===== config.mk =====
export PLATFORM = sky130hd
export DESIGN_NAME = fetx_pcs
export DESIGN_NICKNAME = d
export VERILOG_FILES = /design/src/rtl/fetx_rom.v /design/src/rtl/fetx_pcs.v
export VERILOG_INCLUDE_DIRS = /design/src /design/src/pkg
export SDC_FILE = /design/constraint.sdc
export NUM_CORES = 1
export LEC_CHECK = 0
export BUFFER_PORTS_ARGS = -buffer_cell sky130_fd_sc_hd__buf_2
export CAP_MARGIN = 20
export CORE_MARGIN = 2
export CORE_UTILIZATION = 55
export DETAILED_ROUTE_END_ITERATION = 10
export HOLD_SLACK_MARGIN = 0.12
export PLACE_DENSITY = 0.74
export SLEW_MARGIN = 5
export SYNTH_ARGS = -nofsm -noshare
export SYNTH_HDL_FRONTEND = slang
export SYNTH_SLANG_ARGS = --single-unit

===== constraint.sdc =====
create_clock -name mclk_i -period 5.1 [get_ports mclk_i]
set_input_delay 1.275 -clock mclk_i [delete_from_list [all_inputs] [get_ports mclk_i]]
set_output_delay 1.275 -clock mclk_i [all_outputs]
set_load 0.02 [all_outputs]

===== src/pkg/fetx_map.vh =====
// Constants for the fast Ethernet transmit/receive coding block
`ifndef FETX_MAP_VH
`define FETX_MAP_VH

// 4B/5B table, nibble 0 in the low five bits, nibble F in the top five
`define FETX_TBL {5'h1D, 5'h1C, 5'h1B, 5'h1A, 5'h17, 5'h16, 5'h13, 5'h12, \
                  5'h0F, 5'h0E, 5'h0B, 5'h0A, 5'h15, 5'h14, 5'h09, 5'h1E}
`define FETX_TBL_W      80
`define FETX_CG_W       5

// Control code groups
`define FETX_CG_I       5'h1F
`define FETX_CG_J       5'h18
`define FETX_CG_K       5'h11
`define FETX_CG_T       5'h0D
`define FETX_CG_R       5'h07
`define FETX_CG_H       5'h04

// Nibble shown on the receive data lines for the start delimiter
`define FETX_NIB_SFD    4'h5

// Scrambler seed after reset and feedback taps for X[n-11], X[n-9]
`define FETX_SEED       11'h7FF
`define FETX_TAP_A      10
`define FETX_TAP_B      8

// Line levels, two bits per line bit
`define FETX_LVL_ZERO   2'h0
`define FETX_LVL_POS    2'h1
`define FETX_LVL_NEG    2'h2

// Matching idle bits needed before the descrambler counts as locked
`define FETX_LOCK_BITS  7'h3C
// Bits allowed after carrier for the start delimiter to complete
`define FETX_FC_BITS    4'hA
// Bit positions within a received group
`define FETX_GRP_LAST   3'h4
`define FETX_RXCLK_HI   3'h2

`endif


===== src/rtl/fetx_rom.v =====
// 4B/5B encoder lookup memory with registered read data
`timescale 1ns/10ps
`include "fetx_map.vh"

module fetx_rom (
    input  wire       clk_i,
    input  wire [3:0] addr_i,
    output reg  [4:0] data_o
);

    localparam [`FETX_TBL_W-1:0] TBL = `FETX_TBL;

    // One code group per nibble, read one cycle after the address
    always @(posedge clk_i) begin
        data_o <= TBL[addr_i*`FETX_CG_W +: `FETX_CG_W];
    end

endmodule


===== src/rtl/fetx_pcs.v =====
// Fast Ethernet coding sublayer: 4B/5B, scrambler, MLT-3, framing
// Notes on behaviour
// - While transmit enable is high each nibble is taken and encoded blindly.
// - Each data nibble maps to a fixed five-bit group; E, F give 11100, 11101.
// - Idle group 11111 is sent continuously between packets.
// - First preamble byte is replaced by J then K; later nibbles encode normally.
// - After enable drops, T then R are sent before idle resumes.
// - Coding error during data sends H group 00100 instead of the nibble.
// - Code stream is scrambled by an 11-bit LFSR, X[n]=X[n-11]^X[n-9].
// - Scrambled groups leave in parallel, one per two clocks, MSB as the first line bit.
// - MLT-3 holds level on 0, steps negative, zero, positive, zero on 1.
// - Transmit clocks, including the one to the MAC, come from the reference.
// - Receive descrambler locks its LFSR during idle, then removes the cipher.
// - Carrier rises once two non-adjacent zeros fall within ten bits.
// - Recognised J K raises receive valid; nibbles then follow the receive clock.
// - Carrier without J K is false carrier: drop carrier, raise receive error.
// - Nibbles pass until T, where valid drops; carrier drops one group after R.
// - Error on undefined group, idle before T R, or link loss in a frame.
// - Receive error rises at once and holds while the condition lasts.
// - In half duplex, collision shows while transmitting and receiving.
// - Bypass input skips both scrambler and descrambler.
`timescale 1ns/10ps
`include "fetx_map.vh"

module fetx_pcs (
    input  wire       mclk_i,
    input  wire       reset_n_i,
    input  wire       tx_en_i,
    input  wire [3:0] txd_i,
    input  wire       tx_coding_error_i,
    input  wire       scrambler_bypass_pin_i,
    input  wire       half_duplex_i,
    input  wire       link_ok_i,
    input  wire       rx_lclk_i,
    input  wire [1:0] rx_mlt_i,
    output reg        tx_clk_o,
    output reg  [4:0] tx_code_o,
    output reg  [9:0] tx_mlt_o,
    output reg        rx_clk_o,
    output reg  [3:0] rxd_o,
    output reg        rx_dv_o,
    output reg        rx_coding_error_o,
    output reg        crs_o,
    output reg        col_o
);

    localparam [`FETX_TBL_W-1:0] TBL = `FETX_TBL;

    // Transmit states, one-hot
    localparam [3:0] T_IDLE = 4'h1;
    localparam [3:0] T_K    = 4'h2;
    localparam [3:0] T_DATA = 4'h4;
    localparam [3:0] T_R    = 4'h8;
    // Receive states, one-hot
    localparam [5:0] R_IDLE  = 6'h01;
    localparam [5:0] R_SFD   = 6'h02;
    localparam [5:0] R_DATA  = 6'h04;
    localparam [5:0] R_END   = 6'h08;
    localparam [5:0] R_TAIL  = 6'h10;
    localparam [5:0] R_FALSE = 6'h20;

    // Scramble five bits MSB first; returns {next state, scrambled group}
    function [15:0] scr5;
        input [10:0] st;
        input [4:0]  cg;
        reg   [10:0] s;
        reg   [4:0]  o;
        reg          k;
        integer      i;
        begin
            s = st;
            o = cg;
            for (i = 4; i >= 0; i = i - 1) begin
                k    = s[`FETX_TAP_A] ^ s[`FETX_TAP_B];
                o[i] = cg[i] ^ k;
                s    = {s[9:0], k};
            end
            scr5 = {s, o};
        end
    endfunction

    // MLT-3 over five bits; returns {next step index, ten level bits}
    function [11:0] mlt5;
        input [1:0] idx;
        input [4:0] bits;
        reg   [1:0] n;
        reg   [9:0] lv;
        integer     i;
        begin
            n  = idx;
            lv = 10'h000;
            for (i = 4; i >= 0; i = i - 1) begin
                if (bits[i])
                    n = n + 2'h1;
                if (n[0])
                    lv[i*2 +: 2] = `FETX_LVL_ZERO;
                else if (n[1])
                    lv[i*2 +: 2] = `FETX_LVL_POS;
                else
                    lv[i*2 +: 2] = `FETX_LVL_NEG;
            end
            mlt5 = {n, lv};
        end
    endfunction

    // Two zeros, not adjacent, somewhere in a ten-bit window
    function carrier10;
        input [9:0] w;
        integer     i;
        integer     j;
        begin
            carrier10 = 1'b0;
            for (i = 0; i < 10; i = i + 1) begin
                for (j = i + 2; j < 10; j = j + 1) begin
                    if (!w[i] && !w[j])
                        carrier10 = 1'b1;
                end
            end
        end
    endfunction

    // Inverse table lookup; returns {valid, nibble}
    function [4:0] dec5;
        input [4:0] cg;
        integer     n;
        begin
            dec5 = 5'h00;
            for (n = 0; n < 16; n = n + 1) begin
                if (TBL[n*`FETX_CG_W +: `FETX_CG_W] == cg)
                    dec5 = {1'b1, n[3:0]};
            end
        end
    endfunction

    // Two-flop synchronisers for every pin input
    wire [11:0] pins_w = {tx_en_i, txd_i, tx_coding_error_i,
                          scrambler_bypass_pin_i, half_duplex_i, link_ok_i,
                          rx_lclk_i, rx_mlt_i};
    reg  [11:0] meta_q;
    reg  [11:0] sync_q;
    always @(posedge mclk_i or negedge reset_n_i) begin
        if (!reset_n_i) begin
            meta_q <= 12'h000;
            sync_q <= 12'h000;
        end else begin
            meta_q <= pins_w;
            sync_q <= meta_q;
        end
    end
    wire       txen_s = sync_q[11];
    wire [3:0] txd_s  = sync_q[10:7];
    wire       txer_s = sync_q[6];
    wire       byp_s  = sync_q[5];
    wire       hd_s   = sync_q[4];
    wire       link_s = sync_q[3];
    wire       lclk_s = sync_q[2];
    wire [1:0] mlt_s  = sync_q[1:0];

    // ---------------- Transmit ----------------
    wire [4:0]  rom_q;
    reg         phase_q;
    reg         en_d1_q;
    reg         er_d1_q;
    reg  [3:0]  tx_st_q;
    reg  [3:0]  tx_st_d;
    reg  [4:0]  cg_d;
    reg  [10:0] tx_lfsr_q;
    reg  [1:0]  mlt_idx_q;
    wire [15:0] scr_w = scr5(tx_lfsr_q, cg_d);
    wire [4:0]  line_w = byp_s ? cg_d : scr_w[4:0];
    wire [11:0] mlt_w = mlt5(mlt_idx_q, line_w);

    fetx_rom u_rom (
        .clk_i  (mclk_i),
        .addr_i (txd_s),
        .data_o (rom_q)
    );

    // Group selection for the current transmit slot
    always @* begin
        tx_st_d = tx_st_q;
        cg_d    = `FETX_CG_I;
        case (tx_st_q)
            T_IDLE: begin
                if (en_d1_q) begin
                    cg_d    = `FETX_CG_J;
                    tx_st_d = T_K;
                end
            end
            T_K: begin
                cg_d    = `FETX_CG_K;
                tx_st_d = T_DATA;
            end
            T_DATA: begin
                if (!en_d1_q) begin
                    cg_d    = `FETX_CG_T;
                    tx_st_d = T_R;
                end else if (er_d1_q) begin
                    cg_d = `FETX_CG_H;
                end else begin
                    cg_d = rom_q;
                end
            end
            T_R: begin
                cg_d    = `FETX_CG_R;
                tx_st_d = T_IDLE;
            end
            default: begin
                tx_st_d = T_IDLE;
            end
        endcase
    end

    // Slot timing, scrambler and line output; one group per two cycles
    always @(posedge mclk_i or negedge reset_n_i) begin
        if (!reset_n_i) begin
            phase_q   <= 1'b0;
            tx_clk_o  <= 1'b0;
            en_d1_q   <= 1'b0;
            er_d1_q   <= 1'b0;
            tx_st_q   <= T_IDLE;
            tx_lfsr_q <= `FETX_SEED;
            mlt_idx_q <= 2'h1; // Zero level, matching the reset line output
            tx_code_o <= `FETX_CG_I;
            tx_mlt_o  <= 10'h000;
        end else begin
            phase_q  <= ~phase_q;
            tx_clk_o <= ~phase_q;
            en_d1_q  <= txen_s;
            er_d1_q  <= txer_s;
            if (phase_q) begin
                tx_st_q   <= tx_st_d;
                tx_lfsr_q <= scr_w[15:5];
                tx_code_o <= line_w;
                mlt_idx_q <= mlt_w[11:10];
                tx_mlt_o  <= mlt_w[9:0];
            end
        end
    end

    // ---------------- Receive ----------------
    reg         lclk_prev_q;
    reg  [1:0]  mlt_prev_q;
    reg  [10:0] rx_lfsr_q;
    reg  [6:0]  lock_cnt_q;
    reg         locked_q;
    reg  [9:0]  win_q;
    reg  [5:0]  rx_st_q;
    reg  [2:0]  grp_cnt_q;
    reg  [3:0]  fc_cnt_q;
    wire        bit_stb  = lclk_s & ~lclk_prev_q;
    wire        nrz      = (mlt_s != mlt_prev_q);
    wire        key_pred = rx_lfsr_q[`FETX_TAP_A] ^ rx_lfsr_q[`FETX_TAP_B];
    wire        dbit     = byp_s ? nrz : (nrz ^ key_pred);
    wire [9:0]  win_n    = {win_q[8:0], dbit};
    wire [4:0]  grp      = win_n[4:0];
    wire [4:0]  dec_w    = dec5(grp);
    wire        grp_end  = (grp_cnt_q == `FETX_GRP_LAST);
    wire        in_frame = |(rx_st_q & (R_DATA | R_END | R_TAIL));

    // Line bit capture and descrambler lock
    always @(posedge mclk_i or negedge reset_n_i) begin
        if (!reset_n_i) begin
            lclk_prev_q <= 1'b0;
            mlt_prev_q  <= `FETX_LVL_ZERO;
            rx_lfsr_q   <= `FETX_SEED;
            lock_cnt_q  <= 7'h00;
            locked_q    <= 1'b0;
            win_q       <= 10'h3FF;
        end else begin
            lclk_prev_q <= lclk_s;
            if (!link_s) begin
                locked_q   <= 1'b0;
                lock_cnt_q <= 7'h00;
            end else if (bit_stb) begin
                mlt_prev_q <= mlt_s;
                win_q      <= win_n;
                if (byp_s) begin
                    locked_q <= 1'b1;
                end else if (!locked_q) begin
                    // Idle is all ones, so the key is the inverted line bit
                    rx_lfsr_q <= {rx_lfsr_q[9:0], ~nrz};
                    if (~nrz == key_pred)
                        lock_cnt_q <= lock_cnt_q + 7'h01;
                    else
                        lock_cnt_q <= 7'h00;
                    if (lock_cnt_q == `FETX_LOCK_BITS)
                        locked_q <= 1'b1;
                end else begin
                    rx_lfsr_q <= {rx_lfsr_q[9:0], key_pred};
                end
            end
        end
    end

    // Receive framing, decode and MII outputs
    always @(posedge mclk_i or negedge reset_n_i) begin
        if (!reset_n_i) begin
            rx_st_q           <= R_IDLE;
            grp_cnt_q         <= 3'h0;
            fc_cnt_q          <= 4'h0;
            rx_clk_o          <= 1'b0;
            rxd_o             <= 4'h0;
            rx_dv_o           <= 1'b0;
            rx_coding_error_o <= 1'b0;
            crs_o             <= 1'b0;
            col_o             <= 1'b0;
        end else begin
            col_o <= hd_s & ~tx_st_q[0] & crs_o;
            if (!link_s && in_frame) begin
                rx_coding_error_o <= 1'b1;
                rx_dv_o           <= 1'b0;
                crs_o             <= 1'b0;
                rx_st_q           <= R_FALSE;
            end else if (bit_stb) begin
                if (grp_end) begin
                    grp_cnt_q <= 3'h0;
                    rx_clk_o  <= 1'b0;
                end else begin
                    grp_cnt_q <= grp_cnt_q + 3'h1;
                    if (grp_cnt_q == `FETX_RXCLK_HI)
                        rx_clk_o <= 1'b1;
                end
                case (rx_st_q)
                    R_IDLE: begin
                        if (locked_q && carrier10(win_n)) begin
                            crs_o    <= 1'b1;
                            fc_cnt_q <= 4'h0;
                            rx_st_q  <= R_SFD;
                        end
                    end
                    R_SFD: begin
                        fc_cnt_q <= fc_cnt_q + 4'h1;
                        if (win_n == {`FETX_CG_J, `FETX_CG_K}) begin
                            rx_dv_o   <= 1'b1;
                            rxd_o     <= `FETX_NIB_SFD;
                            grp_cnt_q <= 3'h0;
                            rx_clk_o  <= 1'b0;
                            rx_st_q   <= R_DATA;
                        end else if (fc_cnt_q == `FETX_FC_BITS) begin
                            crs_o             <= 1'b0;
                            rx_coding_error_o <= 1'b1;
                            rx_st_q           <= R_FALSE;
                        end
                    end
                    R_DATA: begin
                        if (grp_end) begin
                            if (grp == `FETX_CG_T) begin
                                rx_dv_o           <= 1'b0;
                                rx_coding_error_o <= 1'b0;
                                rx_st_q           <= R_END;
                            end else if (grp == `FETX_CG_I) begin
                                rx_coding_error_o <= 1'b1;
                                rx_dv_o           <= 1'b0;
                                crs_o             <= 1'b0;
                                rx_st_q           <= R_FALSE;
                            end else if (dec_w[4]) begin
                                rxd_o             <= dec_w[3:0];
                                rx_coding_error_o <= 1'b0;
                            end else begin
                                rx_coding_error_o <= 1'b1;
                            end
                        end
                    end
                    R_END: begin
                        if (grp_end) begin
                            if (grp == `FETX_CG_R) begin
                                rx_st_q <= R_TAIL;
                            end else begin
                                rx_coding_error_o <= 1'b1;
                                crs_o             <= 1'b0;
                                rx_st_q           <= R_FALSE;
                            end
                        end
                    end
                    R_TAIL: begin
                        if (grp_end) begin
                            crs_o <= 1'b0;
                            if (grp == `FETX_CG_I) begin
                                rx_st_q <= R_IDLE;
                            end else begin
                                rx_coding_error_o <= 1'b1;
                                rx_st_q           <= R_FALSE;
                            end
                        end
                    end
                    R_FALSE: begin
                        // Error holds until a full window of idle returns
                        if (&win_n && link_s) begin
                            rx_coding_error_o <= 1'b0;
                            rx_st_q           <= R_IDLE;
                        end
                    end
                    default: begin
                        rx_st_q <= R_IDLE;
                    end
                endcase
            end
        end
    end

endmodule


==> metrics.md, run 1 <==
| Metric | Value |
|---|---|
| Synthesized flop and latch total | `117` |
| Run status | `finished clean` |
| Estimated wirelength of the detail-placed design | `7820 um` |
| Number of antenna violations at the first check in global routing | `0` |
| Diodes inserted | `0` |
| DRC violations left | `0` |
| Synth-to-layout area growth | `14.5%` |
| Combined global-route utilization of all metal layers | `21.9%` |
| Detailed Route WL | `11600 um` |
| Vias in the first global route | `4153` |
| CTS tree | `yes` |
| Crit path DAT | `5.16 ns` |
| Number of nets with antenna violations after routing | `0` |
| Element type at the critical path start | `flip-flop` |
| Pin count of the biggest net entering global routing | `47` |
| Count of flip-flops with a built-in enable after synthesis | `0` |
| Clock net sink count | `117` |
| Post-Synthesis Cells | `513` |
| Number of synthesis warnings | `0` |
| Largest voltage drop on the vdd net | `0.000417 V` |
| Number of nets produced by synthesis | `542` |
| Layout cells sized above 1 | `29.0%` |
| Reg-to-reg slack, setup | `0.39 ns` |
| Total number of placement rows | `37` |
| RSZ-0062 raised after global routing | `false` |
| Period Utilization, post-route | `92.4%` |
| GPL Wtd Cong | `0.887` |
| Sequential element share of the synthesized area | `51.1%` |
| PostCTS Resize Cnt | `0` |
| Clock edge transition at the registers on the reported setup and hold paths | `0.06 ns` |
| Clk_lat worst skew | `0.51 ns` |
| Die width | `106 um` |
| Clock Skew | `0.00980 ns` |
| Hold_ws | `0.340 ns` |
| Post-DP Area | `6060 um2` |
| PnR Total Power | `4.08 mW` |
| Final non-filler cell area | `6610 um2` |
| Syn Std Cell Area | `5770 um2` |
| CP Class | `flip-flop to flip-flop` |
| CTS root buf | `clkbuf_8` |
| Final-layout setup total negative slack | `0 ns` |
| Final-report max-slew violation count | `0` |
| Leakage power | `2.88 nW` |
| Buffers added on ports | `38` |
| Primary FF master, synth | `dfrtp_1` |
| Length of the first detailed-routing pass in iterations | `6` |
| Fraction of registers with async set/reset | `95.7%` |
| Total global routing overflow | `0` |
| Total setup buffers inserted after CTS | `0` |
| Worst-case headroom to the max-slew limit | `36.0%` |
| Clock Path Buffers | `2` |
| Hold Fails Final Rpt | `0` |
| Total of hold buffers inserted after clock tree synthesis | `0` |
| Overall via count from detail_route | `4114` |
| # fillers | `796` |
| 1st-iter DRT viols | `320` |
| Final setup violation count | `0` |
| Dominant cells by area after synthesis | `dfrtp_1 32%, dfstp_2 18%, mux2_2 7.4%, ha_1 3.3%, o21ai_0 2.3%` |
| First-pass GRT wire length | `19600 um` |
| Slew at the pin closest to its max-slew limit | `0.946 ns` |
| Overall die height | `106 um` |
| Die Area | `11300 um2` |
| Largest area contributor in the netlist | `dfrtp_1` |
| Final critical-path required period | `4.71 ns` |
| Most numerous cell in the Yosys netlist | `dfrtp_1` |
| Vias per std cell | `5.86` |
| Number of top-level design ports | `39` |
| Fmax | `212 MHz` |
| Kind of end point of the critical path | `flip-flop` |
| Inserted Clock Buffers | `17` |
| Worst Hold Class | `flip-flop to flip-flop` |
| Mean cell area of the mapped netlist | `11.3 um2` |
| Pwr/cell area | `617 nW/um2` |
| Area of the core | `10300 um2` |
| Initial cell density of the core | `56.2%` |
| Highest net fanout along the worst path | `11` |
| CP required | `5.55 ns` |
| Leading cell types by count after synthesis | `73 x dfrtp_1, 39 x dfstp_2, 38 x mux2_2` |
| Max-cap viol count | `0` |
| CTS HTree Levels | `4` |
| Number of distinct library cells after synthesis | `74` |
| Final-stage net count | `583` |
| Proportion of netlist area held by the largest area contributor | `31.6%` |
| Average wire length per cell after detail routing | `16.5 um` |
| Fin util | `64.3%` |
[layout by cell type (no fill, tap or decap), drive strengths merged, types with 13 or more instances in the layout]
cell type  synthesis  layout
inv               21      21
ha                15      15
nand2             29      29
clkbuf            10      21
nor2              33      33
nor3              13      13
o21ai             27      27
xnor2             17      17
dfstp             39      39
dfrtp             73      73
a21oi             23      23
mux2              46      46
buf               10      42
[cells by family after synthesis]
family | after synthesis | synth area share, %
flops | 117 | 51.1
buf+inv | 41 | 3.21
fa+ha+maj | 15 | 3.25
xor+xnor | 30 | 5.63
simple gates | 151 | 14.1
compound gates | 109 | 13.0
mux | 50 | 9.66
[stage by stage]
step,setup slack (ns),std cells
final,0.388,702
after global routing,0.0693,702
after CTS,0.415,702
after detailed placement,0.488,671
after global placement,0.670,671
after floorplan,0.897,513
[flip-flops by register name, summed over array words and instances (netlist names), 6 cells and up]
name        cells
meta_q         12
sync_q         12
rx_lfsr_q      11
tx_mlt_o       10
rx_st_q         6
lock_cnt_q      7
win_q           9
tx_lfsr_q      11
[critical path: stages (launching register included)]
cell and delay (ns):
dfrtp_1 0.61, nand2b_1 0.17, a311oi_4 0.42, mux2i_1 0.27, xor2_1 0.27, ha_1 0.29
nor2b_1 0.15, a21o_1 0.19, inv_1 0.06, ha_1 0.21, nand2b_1 0.18, and2_1 0.24
inv_1 0.07, ha_1 0.22, and3b_1 0.19, a21oi_1 0.15, ha_1 0.28, mux2_2 0.30
a311oi_1 0.21, a221o_1 0.17
[layout make-up]
| type | instances | area (um2) | area share (%) |
|---|---|---|---|
| Multi-Input combinational cell | 355 | 2640 | 39.9 |
| Sequential cell | 117 | 2950 | 44.7 |
| Timing Repair Buffer | 42 | 223 | 3.37 |
| Clock inverter | 10 | 110 | 1.67 |
| Clock buffer | 21 | 439 | 6.64 |
| Tap cell | 136 | 170 | 2.57 |
| Inverter | 21 | 78.8 | 1.19 |
[where the power goes]
group	switching (mW)	internal [mW]	leakage [nW]
Sequential	0.191	1.17	1.35
Clock	0.404	0.700	0.260
Combinational	0.846	0.767	1.27
[final timing paths]
kind / from / to / cells past startpoint
worst max-delay path: tx_st_q[3]$_DFFE_PN0P_ / tx_mlt_o[0]$_DFFE_PN0P_ / 19
worst min-delay path: sync_q[6]$_DFF_PN0_ / er_d1_q$_DFF_PN0_ / 0
worst max register to register: tx_st_q[3]$_DFFE_PN0P_ / tx_mlt_o[0]$_DFFE_PN0P_ / 19
worst min register to register: sync_q[6]$_DFF_PN0_ / er_d1_q$_DFF_PN0_ / 0
max in group asynchronous: reset_n_i / win_q[5]$_DFFE_PN1P_ / 2
min in group asynchronous: reset_n_i / tx_st_q[3]$_DFFE_PN0P_ / 1
[per-layer routing]
layer | part of all wire (%) | global-route usage (%) | up-vias
met5 | 0 | 0 | -
met1 | 44 | 28.2 | 1997
li1 | - | - | 1935
met2 | 49 | 35.3 | 147
met3 | 4.4 | 4.66 | 35
met4 | 3.3 | 11.0 | 0
No activity file was read; power rests on OpenSTA's default activity.
==> run 2, diff against run 1 <==
--- a/config.mk
+++ b/config.mk
@@ -13,6 +13,7 @@
 export DETAILED_ROUTE_END_ITERATION = 10
 export HOLD_SLACK_MARGIN = 0.12
 export PLACE_DENSITY = 0.74
+export REMOVE_ABC_BUFFERS = 1
 export SLEW_MARGIN = 5
 export SYNTH_ARGS = -nofsm -noshare
 export SYNTH_HDL_FRONTEND = slang
==> run 2 against run 1 <==
  * Largest power group unchanged
  * Worst setup slack better by 0.071 ns
  * Core utilization up 0.32 points
  * Largest cell class unchanged
  * Critical path type unchanged
  * Flip-flop and latch count stayed put
==> metrics.md, run 2 (synthesis gave the netlist of run 1 again) <==
| Metric | Value |
|---|---|
| Clock net sink count | `117` |
| Estimated wirelength of the detail-placed design | `7540 um` |
| # fillers | `824` |
| Die width | `106 um` |
| Leakage power | `2.89 nW` |
| Crit path DAT | `5.11 ns` |
| Vias per std cell | `5.75` |
| CTS tree | `yes` |
| Clock edge transition at the registers on the reported setup and hold paths | `0.06 ns` |
| Final critical-path required period | `4.64 ns` |
| DRC violations left | `0` |
| Pre-CTS WS | `0.509 ns` |
| Slew at the pin closest to its max-slew limit | `0.966 ns` |
| Clock Skew | `0.00554 ns` |
| Slowest-stage cell, CP | `dfrtp_1` |
| Reg-to-reg slack, setup | `0.46 ns` |
| Synth-to-layout area growth | `15.0%` |
| Final non-filler cell area | `6640 um2` |
| GPL Wtd Cong | `0.900` |
| Fmax | `215 MHz` |
| Largest stage delay on the critical path | `0.59 ns` |
| Inserted Clock Buffers | `17` |
| Total setup buffers inserted after CTS | `0` |
| Vias in the first global route | `3881` |
| Worst-case headroom to the max-slew limit | `35.6%` |
| CTS root buf | `clkbuf_8` |
| Run status | `finished clean` |
| RSZ-0062 raised after global routing | `false` |
| Buffers added on ports | `38` |
| Average wire length per cell after detail routing | `15.6 um` |
| Hold Fails Final Rpt | `0` |
| Number of antenna violations at the first check in global routing | `0` |
| Clock Path Buffers | `2` |
| Diodes inserted | `0` |
| Worst Hold Class | `flip-flop to flip-flop` |
| Final-stage net count | `581` |
| Period Utilization, post-route | `91.0%` |
| PostCTS Resize Cnt | `0` |
| Area of the core | `10300 um2` |
| Combined global-route utilization of all metal layers | `21.1%` |
| Leading cell types in the layout, fill and taps excluded | `73 x dfrtp_1, 39 x dfstp_2, 38 x mux2_2, 37 x buf_2, 33 x nor2_1` |
| Library cell appearing most often on the critical path | `ha_1` |
| Hold_ws | `0.341 ns` |
| Number of top-level design ports | `39` |
| Total of hold buffers inserted after clock tree synthesis | `0` |
| First-pass GRT wire length | `18700 um` |
| Area of the multi-input gates | `2640 um2` |
| Final-layout setup total negative slack | `0 ns` |
| Overall die height | `106 um` |
| Overall via count from detail_route | `4030` |
| CP Class | `flip-flop to flip-flop` |
| Max-cap viol count | `0` |
| Final-report max-slew violation count | `0` |
| Biggest registers after layout | `meta_q: 12 flops, sync_q: 12 flops` |
| Detailed Route WL | `11000 um` |
| Initial cell density of the core | `56.2%` |
| Pwr/cell area | `620 nW/um2` |
| Total global routing overflow | `0` |
| Highest net fanout along the worst path | `11` |
| Pin count of the biggest net entering global routing | `79` |
| Crit-path cells | `nand2b_1 -> a311oi_4 -> mux2i_1 -> xor2_1 -> ha_1 -> nor2b_1 -> a21o_1 -> inv_1 -> ha_1 -> nand2b_1 -> and2_1 -> inv_1 -> ha_1 -> and3b_1 -> a21oi_1 -> ha_1 -> mux2_2 -> a311oi_1 -> a21o_1` |
| Post-DP Area | `6050 um2` |
| Largest voltage drop on the vdd net | `0.000436 V` |
| Final setup margin | `0.458 ns` |
| Die Area | `11300 um2` |
| 1st-iter DRT viols | `223` |
| Final instance count without filler cells | `701` |
| Layout cells sized above 1 | `29.2%` |
| Number of nets with antenna violations after routing | `0` |
| Commonest non-fill, non-tap cell in the layout | `dfrtp_1` |
| CTS HTree Levels | `4` |
| Kind of end point of the critical path | `flip-flop` |
| Element type at the critical path start | `flip-flop` |
| Total number of placement rows | `37` |
| Final setup violation count | `0` |
| Number of cells after detailed placement | `669` |
| CP required | `5.57 ns` |
| Total area of sequential cells | `2950 um2` |
| Length of the first detailed-routing pass in iterations | `5` |
| Clk_lat worst skew | `0.52 ns` |
[run 2: changes by cell type in the layout (fill, tap and decap cells not counted), sizes merged]
cell	change
buf	-2
bufinv	+1
clkbuf	-3
clkinv	+2
clkinvlp	-1
inv	+2
[run 2: path summary, 6_finish.rpt]
check,depth (start not counted),start,endpoint
max in group asynchronous,2,reset_n_i,rx_lfsr_q[8]$_DFFE_PN1P_
worst max-delay path,19,tx_st_q[3]$_DFFE_PN0P_,mlt_idx_q[1]$_DFFE_PN0P_
worst min register to register,0,meta_q[8]$_DFF_PN0_,sync_q[8]$_DFF_PN0_
worst min-delay path,0,meta_q[8]$_DFF_PN0_,sync_q[8]$_DFF_PN0_
min in group asynchronous,1,reset_n_i,tx_mlt_o[4]$_DFFE_PN0P_
worst max register to register,19,tx_st_q[3]$_DFFE_PN0P_,mlt_idx_q[1]$_DFFE_PN0P_
[run 2: per-layer routing]
metal | vias up | share of wire, % | wire [um] | track usage, %
li1 | 1931 | - | - | -
met1 | 1958 | 43 | 4770 | 27.7
met2 | 117 | 49 | 5340 | 33.0
met5 | - | 0 | 0 | 0
met4 | 0 | 2.2 | 240 | 9.18
met3 | 24 | 5.6 | 610 | 5.76
[run 2: cell type report]
type                    instances  share of cell area, %
repair buffers                 40                   3.13
well taps                     136                   2.56
clock buffers                  18                   6.29
multi-input cells             355                   39.7
flip-flops and latches        117                   44.4
clock inverters                14                   2.69
inverters                      21                   1.19
[run 2: power by group]
part / switching [mW] / total [mW] / internal [mW] / leakage, nW
registers: 0.188 / 1.35 / 1.17 / 1.35
logic: 0.824 / 1.58 / 0.758 / 1.26
clock network: 0.436 / 1.18 / 0.748 / 0.282
total: 1.45 / 4.12 / 2.67 / 2.89
[run 2: worst max-delay path, delay by kind of cell, from the launching register on]
kind | cells | cell delay, ns
simple gates | 5 | 0.95
flops | 1 | 0.59
mux | 2 | 0.56
buf+inv | 2 | 0.13
xor+xnor | 1 | 0.24
fa+ha+maj | 4 | 0.98
compound gates | 5 | 1.14
[run 2: stage by stage]
| step | power [mW] | util, % |
|---|---|---|
| floorplan | 2.56 | - |
| global placement | 2.86 | 58.8 |
| CTS | 4.14 | 64.6 |
| detailed placement | 2.94 | 58.8 |
| finish | 4.12 | 64.6 |
| global route | 4.41 | 64.6 |
